--- config.mk ---
export PLATFORM = sky130hd
export DESIGN_NAME = vcc_top
export DESIGN_NICKNAME = d
export VERILOG_FILES = /design/src/common/vcc_pkg.sv /design/src/hdl/vcc_top.sv
export SDC_FILE = /design/constraint.sdc
export NUM_CORES = 1
export LEC_CHECK = 0
export ABC_AREA = 1
export CELL_PAD_IN_SITES_DETAIL_PLACEMENT = 0
export CELL_PAD_IN_SITES_GLOBAL_PLACEMENT = 1
export CORE_UTILIZATION = 46
export DETAILED_ROUTE_END_ITERATION = 6
export DONT_BUFFER_PORTS = 1
export PLACE_DENSITY = 0.85
export SETUP_SLACK_MARGIN = 0.15
export SYNTH_ARGS = -nofsm -noshare
export SYNTH_HDL_FRONTEND = slang
export SYNTH_SLANG_ARGS = --single-unit
--- constraint.sdc ---
create_clock -name pclk -period 1.25 [get_ports pclk]
set_input_delay 0.125 -clock pclk [delete_from_list [all_inputs] [get_ports pclk]]
set_output_delay 0.125 -clock pclk [all_outputs]
set_load 0.02 [all_outputs]
--- src/common/vcc_pkg.sv ---
// Package for the voltage comparator control block: register map, field positions, reset values.
// Assumes a 32-bit APB slave with byte addresses; registers are 8 bits wide in the low lanes.
package vcc_pkg;

  // Register byte offsets
  localparam logic [7:0] ADDR_ANALOG_ENABLE = 8'h00;
  localparam logic [7:0] ADDR_SELECT_CTRL = 8'h04;
  localparam logic [7:0] ADDR_STATUS = 8'h08;
  localparam logic [7:0] ADDR_IRQ_CTRL = 8'h0c;
  localparam logic [7:0] ADDR_IRQ_FLAG = 8'h10;
  localparam logic [7:0] ADDR_IRQ_MASK = 8'h14;

  // Field positions
  localparam int CMP_EN_BIT = 7;
  localparam int RESULT_BIT = 7;
  localparam int PAD_OE_BIT = 6;
  localparam int IRQ_EN_BIT = 0;
  localparam int GIE_BIT = 1;
  localparam int FLAG_BIT = 0;
  localparam int CTRL_FLAG_BIT = 2;
  localparam int LEVEL_LSB = 0;
  localparam int PAIR_LSB = 4;

  // Field codes
  localparam logic [3:0] LEVEL_PAD_TO_PAD = 4'h0;
  localparam logic [3:0] PAIR_0 = 4'h0;
  localparam logic [3:0] PAIR_1 = 4'h1;
  localparam logic [3:0] PAIR_2 = 4'h2;
  localparam logic [3:0] PAIR_3 = 4'h3;
  localparam logic [3:0] PAD_NONE = 4'h0;

  // Reset values
  localparam logic [7:0] RST_BYTE = 8'h00;
  localparam logic [15:0] RST_TAP = 16'h0000;

  // Mode enumeration, one-hot
  typedef enum logic [2:0] {
    VCC_MODE_OFF = 3'b001,
    VCC_MODE_P2P = 3'b010,
    VCC_MODE_P2R = 3'b100
  } vcc_mode_e;

endpackage : vcc_pkg

--- src/hdl/vcc_top.sv ---
// Voltage comparator digital control: enable/halt gating, mode decode, analog selects,
// result synchroniser, change flag with interrupt, pad output override. APB register access.
// Assumes one clock pclk at 40 MHz; the comparator output is asynchronous analog-side logic.
//
// What this block does
// - The comparator is off after reset and runs only while the enable bit (bit 7 of the analog enable register) is one.
// - Halt mode forces the comparator off whatever the enable bit says.
// - Level field zero selects pad-to-pad mode, values one to fifteen select pad-to-reference mode.
// - In pad-to-reference mode a level value n selects ladder tap n/16 for the inverting input.
// - In pad-to-reference mode pair codes 0 to 3 route pins a0 to a3 to the non-inverting input, others none.
// - In pad-to-pad mode codes 0 to 3 route a0/a1, a1/a0, a2/a3, a3/a2 to the two inputs, others none.
// - The reference ladder goes only to the inverting input, never the non-inverting one.
// - The change flag is set whenever the comparator is active and the live result differs from its registered copy.
// - Reading the status register loads the live result into the registered copy; software then clears the flag.
// - An interrupt request is raised when the flag is set with both comparator enable and irq enable one.
// - The result reads as bit 7 of the status register.
// - With the pad output enable (status bit 6) one, pin b3 carries the live result.
// - While the pad output enable is one the pulse-width output on that pin is disabled.
// - The request reaches the processor only while the global interrupt enable is one.
`timescale 1ns/1ps

module vcc_top (
  input wire logic pclk,
  input wire logic presetn,
  input wire logic psel,
  input wire logic penable,
  input wire logic pwrite,
  input wire logic [7:0] paddr,
  input wire logic [31:0] pwdata,
  output logic [31:0] prdata,
  output logic pready,
  output logic pslverr,
  input wire logic halt_mode,
  input wire logic comparator_raw,
  input wire logic pulse_width_output_one_in,
  input wire logic pulse_width_output_one_en,
  output logic comparator_power_on,
  output logic [15:0] ladder_tap_sel,
  output logic [3:0] noninv_pad_sel,
  output logic [3:0] inv_pad_sel,
  output logic port_b_pin_3_out,
  output logic port_b_pin_3_oe,
  output logic compare_irq,
  output logic irq
);

  ////////////////////////////////////////////////////////////////////////////
  // Registers and decode helpers

  logic [7:0] analog_enable_reg_r;
  logic [7:0] comparator_select_control_r;
  logic compare_pad_output_enable_r;
  logic compare_irq_enable_r;
  logic global_irq_enable_r;
  logic compare_irq_flag_r;
  logic irq_mask_r;
  logic sync1_r;
  logic sync2_r;
  logic copy_r;
  vcc_pkg::vcc_mode_e mode;
  logic comparator_enable;
  logic cmp_active;
  logic [3:0] reference_level_select;
  logic [3:0] pad_pair_select;
  logic wr;
  logic rd;
  logic mapped;
  logic change;
  logic [7:0] rbyte;

  // One-hot pad select from a two-bit pad index
  function automatic logic [3:0] pad_onehot(input logic [1:0] idx);
    pad_onehot = 4'h1 << idx;
  endfunction : pad_onehot

  // Address decode is used for both the write enable and the error answer
  function automatic logic addr_mapped(input logic [7:0] a);
    addr_mapped = (a == vcc_pkg::ADDR_ANALOG_ENABLE) || (a == vcc_pkg::ADDR_SELECT_CTRL) ||
                  (a == vcc_pkg::ADDR_STATUS) || (a == vcc_pkg::ADDR_IRQ_CTRL) ||
                  (a == vcc_pkg::ADDR_IRQ_FLAG) || (a == vcc_pkg::ADDR_IRQ_MASK);
  endfunction : addr_mapped

  // Bus strobes: the access phase completes in one cycle since pready is registered high after every setup phase
  assign wr = psel && penable && pwrite;
  assign rd = psel && penable && !pwrite;
  assign mapped = addr_mapped(paddr);
  assign comparator_enable = analog_enable_reg_r[vcc_pkg::CMP_EN_BIT];
  assign cmp_active = comparator_enable && !halt_mode;
  assign reference_level_select = comparator_select_control_r[vcc_pkg::LEVEL_LSB +: 4];
  assign pad_pair_select = comparator_select_control_r[vcc_pkg::PAIR_LSB +: 4];
  // Mismatch of synchronised result against the copy software last read
  assign change = cmp_active && (sync2_r != copy_r);

  // Mode decode
  always_comb begin
    if (!cmp_active) begin
      mode = vcc_pkg::VCC_MODE_OFF;
    end else if (reference_level_select == vcc_pkg::LEVEL_PAD_TO_PAD) begin
      mode = vcc_pkg::VCC_MODE_P2P;
    end else begin
      mode = vcc_pkg::VCC_MODE_P2R;
    end
  end

  ////////////////////////////////////////////////////////////////////////////
  // Software registers

  // Control registers; all reset to zero so the comparator starts off
  always_ff @(posedge pclk or negedge presetn) begin
    if (!presetn) begin
      analog_enable_reg_r <= vcc_pkg::RST_BYTE;
      comparator_select_control_r <= vcc_pkg::RST_BYTE;
      compare_pad_output_enable_r <= 1'b0;
      compare_irq_enable_r <= 1'b0;
      global_irq_enable_r <= 1'b0;
      irq_mask_r <= 1'b0;
    end else if (wr && mapped) begin
      case (paddr)
        vcc_pkg::ADDR_ANALOG_ENABLE: analog_enable_reg_r <= pwdata[7:0];
        vcc_pkg::ADDR_SELECT_CTRL: comparator_select_control_r <= pwdata[7:0];
        vcc_pkg::ADDR_STATUS: compare_pad_output_enable_r <= pwdata[vcc_pkg::PAD_OE_BIT];
        vcc_pkg::ADDR_IRQ_CTRL: begin
          compare_irq_enable_r <= pwdata[vcc_pkg::IRQ_EN_BIT];
          global_irq_enable_r <= pwdata[vcc_pkg::GIE_BIT];
        end
        vcc_pkg::ADDR_IRQ_MASK: irq_mask_r <= pwdata[vcc_pkg::FLAG_BIT];
        default: ;
      endcase
    end
  end

  // Two-stage synchroniser; only the second stage is looked at
  always_ff @(posedge pclk or negedge presetn) begin
    if (!presetn) begin
      sync1_r <= 1'b0;
      sync2_r <= 1'b0;
    end else begin
      sync1_r <= comparator_raw;
      sync2_r <= sync1_r;
    end
  end

  // Registered copy is reloaded only by a status read, so a missed read keeps the flag armed
  always_ff @(posedge pclk or negedge presetn) begin
    if (!presetn) begin
      copy_r <= 1'b0;
    end else if (rd && paddr == vcc_pkg::ADDR_STATUS) begin
      copy_r <= sync2_r;
    end
  end

  // Sticky change flag: cleared by writing zero (or writing one to the W1C alias); set wins
  always_ff @(posedge pclk or negedge presetn) begin
    if (!presetn) begin
      compare_irq_flag_r <= 1'b0;
    end else if (change) begin
      compare_irq_flag_r <= 1'b1;
    end else if (wr && paddr == vcc_pkg::ADDR_IRQ_CTRL && !pwdata[vcc_pkg::CTRL_FLAG_BIT]) begin
      compare_irq_flag_r <= 1'b0;
    end else if (wr && paddr == vcc_pkg::ADDR_IRQ_FLAG && pwdata[vcc_pkg::FLAG_BIT]) begin
      compare_irq_flag_r <= 1'b0;
    end
  end

  // Read data byte
  always_comb begin
    case (paddr)
      vcc_pkg::ADDR_ANALOG_ENABLE: rbyte = analog_enable_reg_r;
      vcc_pkg::ADDR_SELECT_CTRL: rbyte = comparator_select_control_r;
      vcc_pkg::ADDR_STATUS: rbyte = {sync2_r, compare_pad_output_enable_r, 6'h00};
      vcc_pkg::ADDR_IRQ_CTRL: rbyte = {5'h00, compare_irq_flag_r, global_irq_enable_r, compare_irq_enable_r};
      vcc_pkg::ADDR_IRQ_FLAG: rbyte = {7'h00, compare_irq_flag_r};
      vcc_pkg::ADDR_IRQ_MASK: rbyte = {7'h00, irq_mask_r};
      default: rbyte = vcc_pkg::RST_BYTE;
    endcase
  end

  // APB answer: zero wait states, error on an unmapped address
  always_ff @(posedge pclk or negedge presetn) begin
    if (!presetn) begin
      prdata <= 32'h00000000;
      pready <= 1'b0;
      pslverr <= 1'b0;
    end else begin
      pready <= psel && !penable;
      pslverr <= psel && !penable && !mapped;
      if (psel && !penable && !pwrite) begin
        prdata <= {24'h000000, rbyte};
      end
    end
  end

  ////////////////////////////////////////////////////////////////////////////
  // Analog selects and pad routing

  // Ladder only ever feeds the inverting side; the non-inverting side sees pads only
  always_ff @(posedge pclk or negedge presetn) begin
    if (!presetn) begin
      comparator_power_on <= 1'b0;
      ladder_tap_sel <= vcc_pkg::RST_TAP;
      noninv_pad_sel <= vcc_pkg::PAD_NONE;
      inv_pad_sel <= vcc_pkg::PAD_NONE;
    end else begin
      comparator_power_on <= cmp_active;
      ladder_tap_sel <= vcc_pkg::RST_TAP;
      noninv_pad_sel <= vcc_pkg::PAD_NONE;
      inv_pad_sel <= vcc_pkg::PAD_NONE;
      case (mode)
        vcc_pkg::VCC_MODE_P2R: begin
          ladder_tap_sel <= 16'h0001 << reference_level_select;
          if (pad_pair_select[3:2] == 2'b00) begin
            noninv_pad_sel <= pad_onehot(pad_pair_select[1:0]);
          end
        end
        vcc_pkg::VCC_MODE_P2P: begin
          if (pad_pair_select[3:2] == 2'b00) begin
            noninv_pad_sel <= pad_onehot(pad_pair_select[1:0]);
            inv_pad_sel <= pad_onehot(pad_pair_select[1:0] ^ 2'b01);
          end
        end
        vcc_pkg::VCC_MODE_OFF: ;
        default: ;
      endcase
    end
  end

  // Pin b3: live result overrides the pulse-width output
  always_ff @(posedge pclk or negedge presetn) begin
    if (!presetn) begin
      port_b_pin_3_out <= 1'b0;
      port_b_pin_3_oe <= 1'b0;
    end else if (compare_pad_output_enable_r) begin
      port_b_pin_3_out <= sync2_r;
      port_b_pin_3_oe <= 1'b1;
    end else begin
      port_b_pin_3_out <= pulse_width_output_one_in;
      port_b_pin_3_oe <= pulse_width_output_one_en;
    end
  end

  // Interrupt outputs: processor request gated by global enable, plus a masked level
  always_ff @(posedge pclk or negedge presetn) begin
    if (!presetn) begin
      compare_irq <= 1'b0;
      irq <= 1'b0;
    end else begin
      compare_irq <= compare_irq_flag_r && comparator_enable && compare_irq_enable_r
                     && global_irq_enable_r;
      irq <= compare_irq_flag_r && irq_mask_r;
    end
  end

  ////////////////////////////////////////////////////////////////////////////
  // Assertions

  AST_RESET_OFF: assert property (@(posedge pclk) $rose(presetn) |-> !comparator_power_on)
    else $error("comparator on right after reset");
  AST_HALT: assert property (@(posedge pclk) disable iff (!presetn) halt_mode |=> !comparator_power_on)
    else $error("comparator on during halt");
  AST_P2P_NO_LADDER: assert property (@(posedge pclk) disable iff (!presetn)
    (mode == vcc_pkg::VCC_MODE_P2P) |=> ladder_tap_sel == 16'h0000)
    else $error("ladder used in pad mode");
  AST_TAP: assert property (@(posedge pclk) disable iff (!presetn)
    (mode == vcc_pkg::VCC_MODE_P2R) |=> ladder_tap_sel == (16'h0001 << $past(reference_level_select)))
    else $error("wrong ladder tap");
  AST_NO_INV_PAD_P2R: assert property (@(posedge pclk) disable iff (!presetn)
    (mode == vcc_pkg::VCC_MODE_P2R) |=> inv_pad_sel == 4'h0)
    else $error("pad on inverting input with ladder");
  AST_P2P_SWAP: assert property (@(posedge pclk) disable iff (!presetn)
    (mode == vcc_pkg::VCC_MODE_P2P && pad_pair_select == vcc_pkg::PAIR_1) |=>
    noninv_pad_sel == 4'h2 && inv_pad_sel == 4'h1)
    else $error("swap pair wrong");
  AST_P2R_NONE: assert property (@(posedge pclk) disable iff (!presetn)
    (mode == vcc_pkg::VCC_MODE_P2R && pad_pair_select[3:2] != 2'b00) |=> noninv_pad_sel == 4'h0)
    else $error("pad chosen for reserved code");
  AST_FLAG_SET: assert property (@(posedge pclk) disable iff (!presetn) change |=> compare_irq_flag_r)
    else $error("flag missed change");
  AST_FLAG_STICKY: assert property (@(posedge pclk) disable iff (!presetn)
    compare_irq_flag_r && !wr |=> compare_irq_flag_r)
    else $error("flag cleared by hardware");
  AST_COPY: assert property (@(posedge pclk) disable iff (!presetn)
    rd && paddr == vcc_pkg::ADDR_STATUS |=> copy_r == $past(sync2_r))
    else $error("copy not loaded");
  AST_IRQ: assert property (@(posedge pclk) disable iff (!presetn)
    compare_irq |-> $past(compare_irq_flag_r && comparator_enable && compare_irq_enable_r && global_irq_enable_r))
    else $error("spurious request");
  AST_PAD: assert property (@(posedge pclk) disable iff (!presetn)
    compare_pad_output_enable_r |=> port_b_pin_3_oe && port_b_pin_3_out == $past(sync2_r))
    else $error("pin b3 not showing result");
  AST_SYNC: assert property (@(posedge pclk) disable iff (!presetn)
    ##2 sync2_r == $past(comparator_raw, 2))
    else $error("synchroniser depth wrong");
  AST_RESULT_READ: assert property (@(posedge pclk) disable iff (!presetn)
    psel && !penable && !pwrite && paddr == vcc_pkg::ADDR_STATUS |=> prdata[vcc_pkg::RESULT_BIT] == $past(sync2_r))
    else $error("result bit wrong");

  // Pad-to-pad pairs, reserved codes, a pad-to-reference pad and the quiet state when off
  AST_P2P_PAIR0: assert property (@(posedge pclk) disable iff (!presetn)
    (mode == vcc_pkg::VCC_MODE_P2P && pad_pair_select == vcc_pkg::PAIR_0) |=>
    noninv_pad_sel == 4'h1 && inv_pad_sel == 4'h2)
    else $error("first pair wrong");
  AST_P2P_PAIR2: assert property (@(posedge pclk) disable iff (!presetn)
    (mode == vcc_pkg::VCC_MODE_P2P && pad_pair_select == vcc_pkg::PAIR_2) |=>
    noninv_pad_sel == 4'h4 && inv_pad_sel == 4'h8)
    else $error("second pair wrong");
  AST_P2P_PAIR3: assert property (@(posedge pclk) disable iff (!presetn)
    (mode == vcc_pkg::VCC_MODE_P2P && pad_pair_select == vcc_pkg::PAIR_3) |=>
    noninv_pad_sel == 4'h8 && inv_pad_sel == 4'h4)
    else $error("second pair swap wrong");
  AST_P2P_NONE: assert property (@(posedge pclk) disable iff (!presetn)
    (mode == vcc_pkg::VCC_MODE_P2P && pad_pair_select[3:2] != 2'b00) |=>
    noninv_pad_sel == 4'h0 && inv_pad_sel == 4'h0)
    else $error("pads chosen for reserved pair code");
  AST_P2R_PAD: assert property (@(posedge pclk) disable iff (!presetn)
    (mode == vcc_pkg::VCC_MODE_P2R && pad_pair_select == vcc_pkg::PAIR_3) |=> noninv_pad_sel == 4'h8)
    else $error("wrong pad on non-inverting input");
  AST_OFF_QUIET: assert property (@(posedge pclk) disable iff (!presetn)
    (mode == vcc_pkg::VCC_MODE_OFF) |=> ladder_tap_sel == 16'h0000 && noninv_pad_sel == 4'h0 && inv_pad_sel == 4'h0)
    else $error("selects active while comparator off");

  // Power, request gating, flag arming and bus answer
  AST_POWER_ON: assert property (@(posedge pclk) disable iff (!presetn)
    comparator_enable && !halt_mode |=> comparator_power_on)
    else $error("comparator not powered while enabled");
  AST_CIRQ_RAISE: assert property (@(posedge pclk) disable iff (!presetn)
    compare_irq_flag_r && comparator_enable && compare_irq_enable_r && global_irq_enable_r |=> compare_irq)
    else $error("request not raised");
  AST_CIRQ_GATE: assert property (@(posedge pclk) disable iff (!presetn)
    !global_irq_enable_r |=> !compare_irq)
    else $error("request passed with global enable off");
  AST_NO_FLAG_OFF: assert property (@(posedge pclk) disable iff (!presetn)
    !cmp_active && !compare_irq_flag_r |=> !compare_irq_flag_r)
    else $error("flag set while comparator off");
  AST_IRQ_LEVEL: assert property (@(posedge pclk) disable iff (!presetn)
    compare_irq_flag_r && irq_mask_r |=> irq)
    else $error("unmasked flag gave no interrupt");
  AST_APB_ANSWER: assert property (@(posedge pclk) disable iff (!presetn)
    psel && !penable |=> pready && pslverr == !$past(mapped))
    else $error("bus answer missing");

  COV_IRQ: cover property (@(posedge pclk) disable iff (!presetn) $rose(compare_irq));
  COV_P2P: cover property (@(posedge pclk) disable iff (!presetn) mode == vcc_pkg::VCC_MODE_P2P);
  COV_PAD: cover property (@(posedge pclk) disable iff (!presetn) $rose(port_b_pin_3_oe));
  COV_CLR: cover property (@(posedge pclk) disable iff (!presetn) $fell(compare_irq_flag_r));
  COV_HALT: cover property (@(posedge pclk) disable iff (!presetn) comparator_enable && halt_mode);

endmodule : vcc_top

Word level (Yosys, flattened, before mapping)
Index checks and enable logic that the tools add are counted.
- reduce and logical (&&, ||, !) cells: 38
- eq/ne operators: 8
- shifts and indexed selects: 3
- bitwise logic cells: 1
- mux-type cells: 13
- operators with widths (operator ; number):
    $pmux 8 s6 ; 1
    $logic_and 1x1->1 ; 18
    $eq 8x4->1 const B ; 2
    $eq 8x5->1 const B ; 2
    $mux 16 ; 1
    $mux 4 ; 4
    $shl 1x4->16 const A ; 1
    $reduce_and 2->1 ; 5
    $eq 8x3->1 const B ; 1
    $logic_not 8->1 ; 1
    $shl 1x2->4 const A ; 2
    $mux 3 ; 2
    $logic_not 1->1 ; 5
    $logic_or 1x1->1 ; 5
    $mux 1 ; 5
    $logic_not 4->1 ; 1
    $eq 3x2->1 const B ; 1
    $eq 3x3->1 const B ; 1
    $reduce_bool 3->1 ; 1
    $logic_not 2->1 ; 1
    $reduce_or 2->1 ; 1
    $ne 1x1->1 ; 1
    $not 1->1 ; 1
- bits in registers: 63
- word-level logic and storage cells: 84
- bits of input ports: 49

Logic depth before layout (Yosys ltp)
- depth after elaboration: 8
- depth in mapped cells: 9

Least setup slack after synthesis
No wires, ideal clock.
- path kind: input -> register
- from: in paddr[7]
- to: reg analog_enable_reg_r[6]
- arrival time: 1.083 ns
- required time: 1.131 ns
- setup time: 0.119 ns
- stages on the path: 7
- path slack: 0.048 ns
- cell sequence: nor2_1 > nand2_2 > nor2_8 > nand4_4 > buf_6 > nand2_1 > o21ai_2
- longest elaborated chain between the ends: 8
- elaborated cells between the ends (all ways): 13
- RTL lines (what ; RTL line ; RTL):
    from (decl) ; vcc_top.sv:28 ; input wire logic [7:0] paddr,
    $eq 8x3->1 or $logic_not 8->1 (tied branches) ; vcc_top.sv:78, vcc_top.sv:118 ;
    $logic_or 1x1->1 (2 in series) ; vcc_top.sv:78 ; addr_mapped = (a == vcc_pkg::ADDR_ANALOG_ENABLE) || (a == vcc_pkg::ADDR_SELECT_CTRL) ||
    $logic_or 1x1->1 (2 in series) ; vcc_top.sv:79 ; (a == vcc_pkg::ADDR_STATUS) || (a == vcc_pkg::ADDR_IRQ_CTRL) ||
    $logic_or 1x1->1 ; vcc_top.sv:80 ; (a == vcc_pkg::ADDR_IRQ_FLAG) || (a == vcc_pkg::ADDR_IRQ_MASK);
    $logic_and 1x1->1 ; vcc_top.sv:117 ; end else if (wr && mapped) begin
    $reduce_and 2->1 (no line) * ; -- ;
    to (signal assigned) ; vcc_top.sv:111 ; analog_enable_reg_r <= vcc_pkg::RST_BYTE;
    to (signal assigned) ; vcc_top.sv:119 ; vcc_pkg::ADDR_ANALOG_ENABLE: analog_enable_reg_r <= pwdata[7:0];
    to (decl) ; vcc_top.sv:50 ; logic [7:0] analog_enable_reg_r;
Every way passes the cells marked *; elsewhere a longest branch is shown, timed or not.
A chain may end at the register's enable or synchronous reset.

Final worst setup path
- from: reg analog_enable_reg_r[7]
- to: reg inv_pad_sel[3]
- longest elaborated chain between the ends: 4
- RTL lines (what ; RTL line ; RTL):
    $logic_and 1x1->1 ; vcc_top.sv:88 ; assign cmp_active = comparator_enable && !halt_mode;
    via cmp_active ; vcc_top.sv:62 ; logic cmp_active;
    $mux 3 ; vcc_top.sv:96 ; if (!cmp_active) begin
    $eq 3x2->1 ; vcc_top.sv:208 ; case (mode)
    $mux 4 ; vcc_top.sv:208 ;
    to (signal assigned) ; vcc_top.sv:202 ; inv_pad_sel <= vcc_pkg::PAD_NONE;
    to (signal assigned) ; vcc_top.sv:207 ; inv_pad_sel <= vcc_pkg::PAD_NONE;
    to (signal assigned) ; vcc_top.sv:218 ; inv_pad_sel <= pad_onehot(pad_pair_select[1:0] ^ 2'b01);
    to (decl) ; vcc_top.sv:40 ; output logic [3:0] inv_pad_sel,
The timed path passes the listed nets, and every way through them passes these cells.

==> metrics.md <==
| Metric | Value |
|---|---|
| Max_cap viols | 0 |
| Unrepaired setup endpoints after global routing | yes |
| Die Y | about 81 um |
| Cell Rows | 28 |
| Length of the first detailed-routing pass in iterations | 5 |
| Die boundary width | 81.42 um |
| Wirelength per Cell | 12.27 um |
| Crit share post-route | 0.8849 |
| CP max FO | 6 |
| Bufs on Longest Clock Path | 2 |
| Fin Hold WS | -0.5246 ns |
| Type of origin of the critical path | flip-flop |
| Tot GR Track Use | 0.1811 |
| P&R area growth vs syn | 15.78% |
| Yosys reg bits | 63 |
| Min Tclk post-route | about 1.1 ns |
| Multi-input logic area | ~1100 um^2 |
| Critical Path AT | around 1.4 ns |
| Clk Latency, worst-skew pair | 0.34 ns |
| Final count of negative-setup-slack endpoints | 0 |
| Yosys cell types | 27 |
| TritonCTS clock tree | built |
| F_max | between 0.9 and 1 GHz |
| Core ar. | about 6000 um^2 |
| Leakage | around 1.7 nW |
| Crit-path slowest cell | dfrtp_1 |
| Number of global-route vias before repair | 1934 |
| Netlist Area Pre-Place | 2902 um^2 |
| Nets@finish | a little under 400 |
| CTS sink cnt | 63 |
| Avg Synthesized Cell Area | ~9.3 um^2 |
| Crit path cell chain | inv_2, nor2_4, inv_1, nor4_2 |
| Root buffer cell | clkbuf_8 |
| Worst path max stage delay | between 0.3 and 0.4 ns |
| Largest net degree at the start of global routing | 64 |
| Seq/Total Area, Yosys | 0.5433 |
| Crit path buf inv count | 2 |
| Max Slew Vio Count | 0 |
| Register area | ~1600 um^2 |
| Level count of the clock H-tree | 3 |
| I/O Buffers | 0 |
| Grt total ovfl | 0 |
| Antenna cells | 0 |
| Die area | 6629 um^2 |
| Synth Instances | around 310 |
| Ports | about 110 |
| Hold buffers post-CTS | 14 |
| Pwr Density | about 1200 nW/um^2 |
| Worst setup EP type | flip-flop |
| Core Util, Final | 0.5608 |
| Failing checks | hold timing |
| Final wirelength | 5225 um |
| HP Class | in -> async |
| Num CTS Buffers | 9 |
| Via count | roughly 2000 |
| Post-DP HPWL | about 3700 um |
| First-pass GRT wire length | between 8000 and 9000 um |
| Via-to-Cell Ratio | approximately 4.7 |
| CP Data Required Time | about 1.5 ns |
| Warnings from Yosys | 0 |
| Initial antenna violation count | 0 |
| Initial core utilization | 0.4843 |
| Routed Antenna Nets | 0 |
| Final hold violation count | 63 |
| Clock Pin Slew Worst Setup and Hold Paths | about 0.070 ns |
| Layout cells sized above 1 | 0.2137 |
| VDD IR max | approximately 900 uV |
| Outcome | complete, but fails checks |
| Detailed Route Iter0 Violations | approximately 90 |
| Routability Congestion | ~0.76 |
| DRC viols | 0 |
| Clk_skew | 0.01097 ns |
| CP top delay family | simple AND/OR/NAND/NOR gates |
| Setup CP Type | reg -> reg |
| Fillcell total | around 550 |
cell type report:
class	count	area share
flip-flops and latches	63	0.4693
inverters	33	0.03687
multi-input cells	213	0.3412
clock inverters	6	0.01825
well taps	75	0.02793
repair buffers	26	0.06853
clock buffers	10	0.03799
worst paths after layout:
kind | start | to | slack (ns) | cells past startpoint
setup / recovery | analog_enable_reg_r[7]$_DFFE_PN0P_ | inv_pad_sel[3]$_DFF_PN0_ | 0.14 | 4
min in group pclk | pwdata[0] | analog_enable_reg_r[0]$_DFFE_PN0P_ | 0.01 | 2
max in group asynchronous | presetn | sync1_r$_DFF_PN0_ | 1.67 | 0
setup reg to reg | analog_enable_reg_r[7]$_DFFE_PN0P_ | inv_pad_sel[3]$_DFF_PN0_ | 0.14 | 4
hold reg to reg | sync1_r$_DFF_PN0_ | sync2_r$_DFF_PN0_ | 0.36 | 0
hold / removal | presetn | analog_enable_reg_r[4]$_DFFE_PN0P_ | -0.52 | 0
logic make-up after synthesis:
family	share of synthesized area
flip-flops	0.5433
buffers and inverters	0.1151
AO/OA/AOI/OAI	0.06986
AND/OR/NAND/NOR	0.2704
other	0.001292
metal layers:
metal / routed length (um) / vias to the layer above / track usage
met2: 2451 / 76 / 0.2783
met3: 380 / 10 / 0.07556
met4: 73 / 0 / 0.06429
met1: 2320 / 913 / 0.2273
li1: - / 1011 / -
met5: 0 / - / 0
synth_stat cells:
library cell  instances  area share
nand4_1               6       0.013
nor3_2                1      0.0034
nor3_1                2      0.0034
nand3_1              20       0.034
o21ai_0               1      0.0017
nand3_4               2       0.012
nor2_8                3       0.021
buf_6                 2      0.0078
a21boi_0              1      0.0026
o21ai_1               6       0.010
nand4_4               2       0.015
a21o_1                1      0.0026
inv_1                29       0.038
dfrtp_1              63        0.54
nor2_2                1      0.0022
nor2_1               33       0.043
o21bai_1              1      0.0026
inv_2                 4      0.0052
nand2_2               2      0.0043
or2_2                 1      0.0022
clkbuf_1              2      0.0026
conb_1                1      0.0013
nand2_1              84        0.11
a21oi_1               1      0.0017
o21ai_2              16       0.048
nor4_1                4      0.0086
buf_4                24       0.062
power by group:
part / total [mW] / internal, mW / switching, mW
sequential: 2.07 / 2.05 / 0.0179
clock: 1.68 / 0.912 / 0.769
combinational: 0.203 / 0.0579 / 0.145
total: 3.95 / 3.02 / 0.932
state kept, by name, indices dropped and copies added, names as in the netlist:
signal                       cells
ladder_tap_sel                  16
analog_enable_reg_r              8
comparator_select_control_r      8
prdata                           8
inv_pad_sel                      4
noninv_pad_sel                   4
comparator_power_on              1
compare_irq                      1
compare_irq_enable_r             1
compare_irq_flag_r               1
compare_pad_output_enable_r      1
copy_r                           1
global_irq_enable_r              1
irq                              1
irq_mask_r                       1
port_b_pin_3_oe                  1
port_b_pin_3_out                 1
pready                           1
pslverr                          1
sync1_r                          1
sync2_r                          1
per-stage QoR:
stage / total power [mW] / setup WS [ns] / cell area (um^2) / std cells / TNS [ns]
5_1_grt: 4.113 / 0.07023 / 3359 / 426 / 0
3_3_place_gp: 2.272 / -0.01818 / 2978 / 394 / -0.1716
3_5_place_dp: 2.272 / -0.03176 / 2978 / 394 / -0.2984
6_report: 3.953 / 0.1438 / 3359 / 426 / 0
4_1_cts: 3.997 / 0.1361 / 3314 / 424 / 0
2_1_floorplan: 2.306 / 0.1265 / 3022 / 337 / 0
worst register-to-register path, stage by stage, from the launching register on:
cell and delay [ns]:
dfrtp_1 0.37, inv_2 0.05, nor2_4 0.17, inv_1 0.14, nor4_2 0.28
cells in the final DEF, fill, tap and decap left out, types with 3 or more instances in the layout:
| master | n |
|---|---|
| nand3_1 | 20 |
| nor2_2 | 6 |
| clkbuf_8 | 9 |
| nand2_2 | 5 |
| nor2_8 | 3 |
| nor4_2 | 3 |
| buf_4 | 12 |
| dfrtp_1 | 63 |
| dlygate4sd3_1 | 14 |
| nand2_1 | 79 |
| clkinv_2 | 3 |
| o21ai_1 | 6 |
| nor2_1 | 27 |
| nand4_1 | 6 |
| inv_1 | 28 |
| conb_1 | 25 |
| inv_2 | 5 |
| o21ai_2 | 17 |
repair_timing:
action	CTS	global route
setup endpoints to repair	5	4
hold endpoints to repair	86	63
pin swaps	0	1
buffers inserted	0	2
gates resized for setup	2	9
Note: power is estimated with default switching activity, not from simulation.
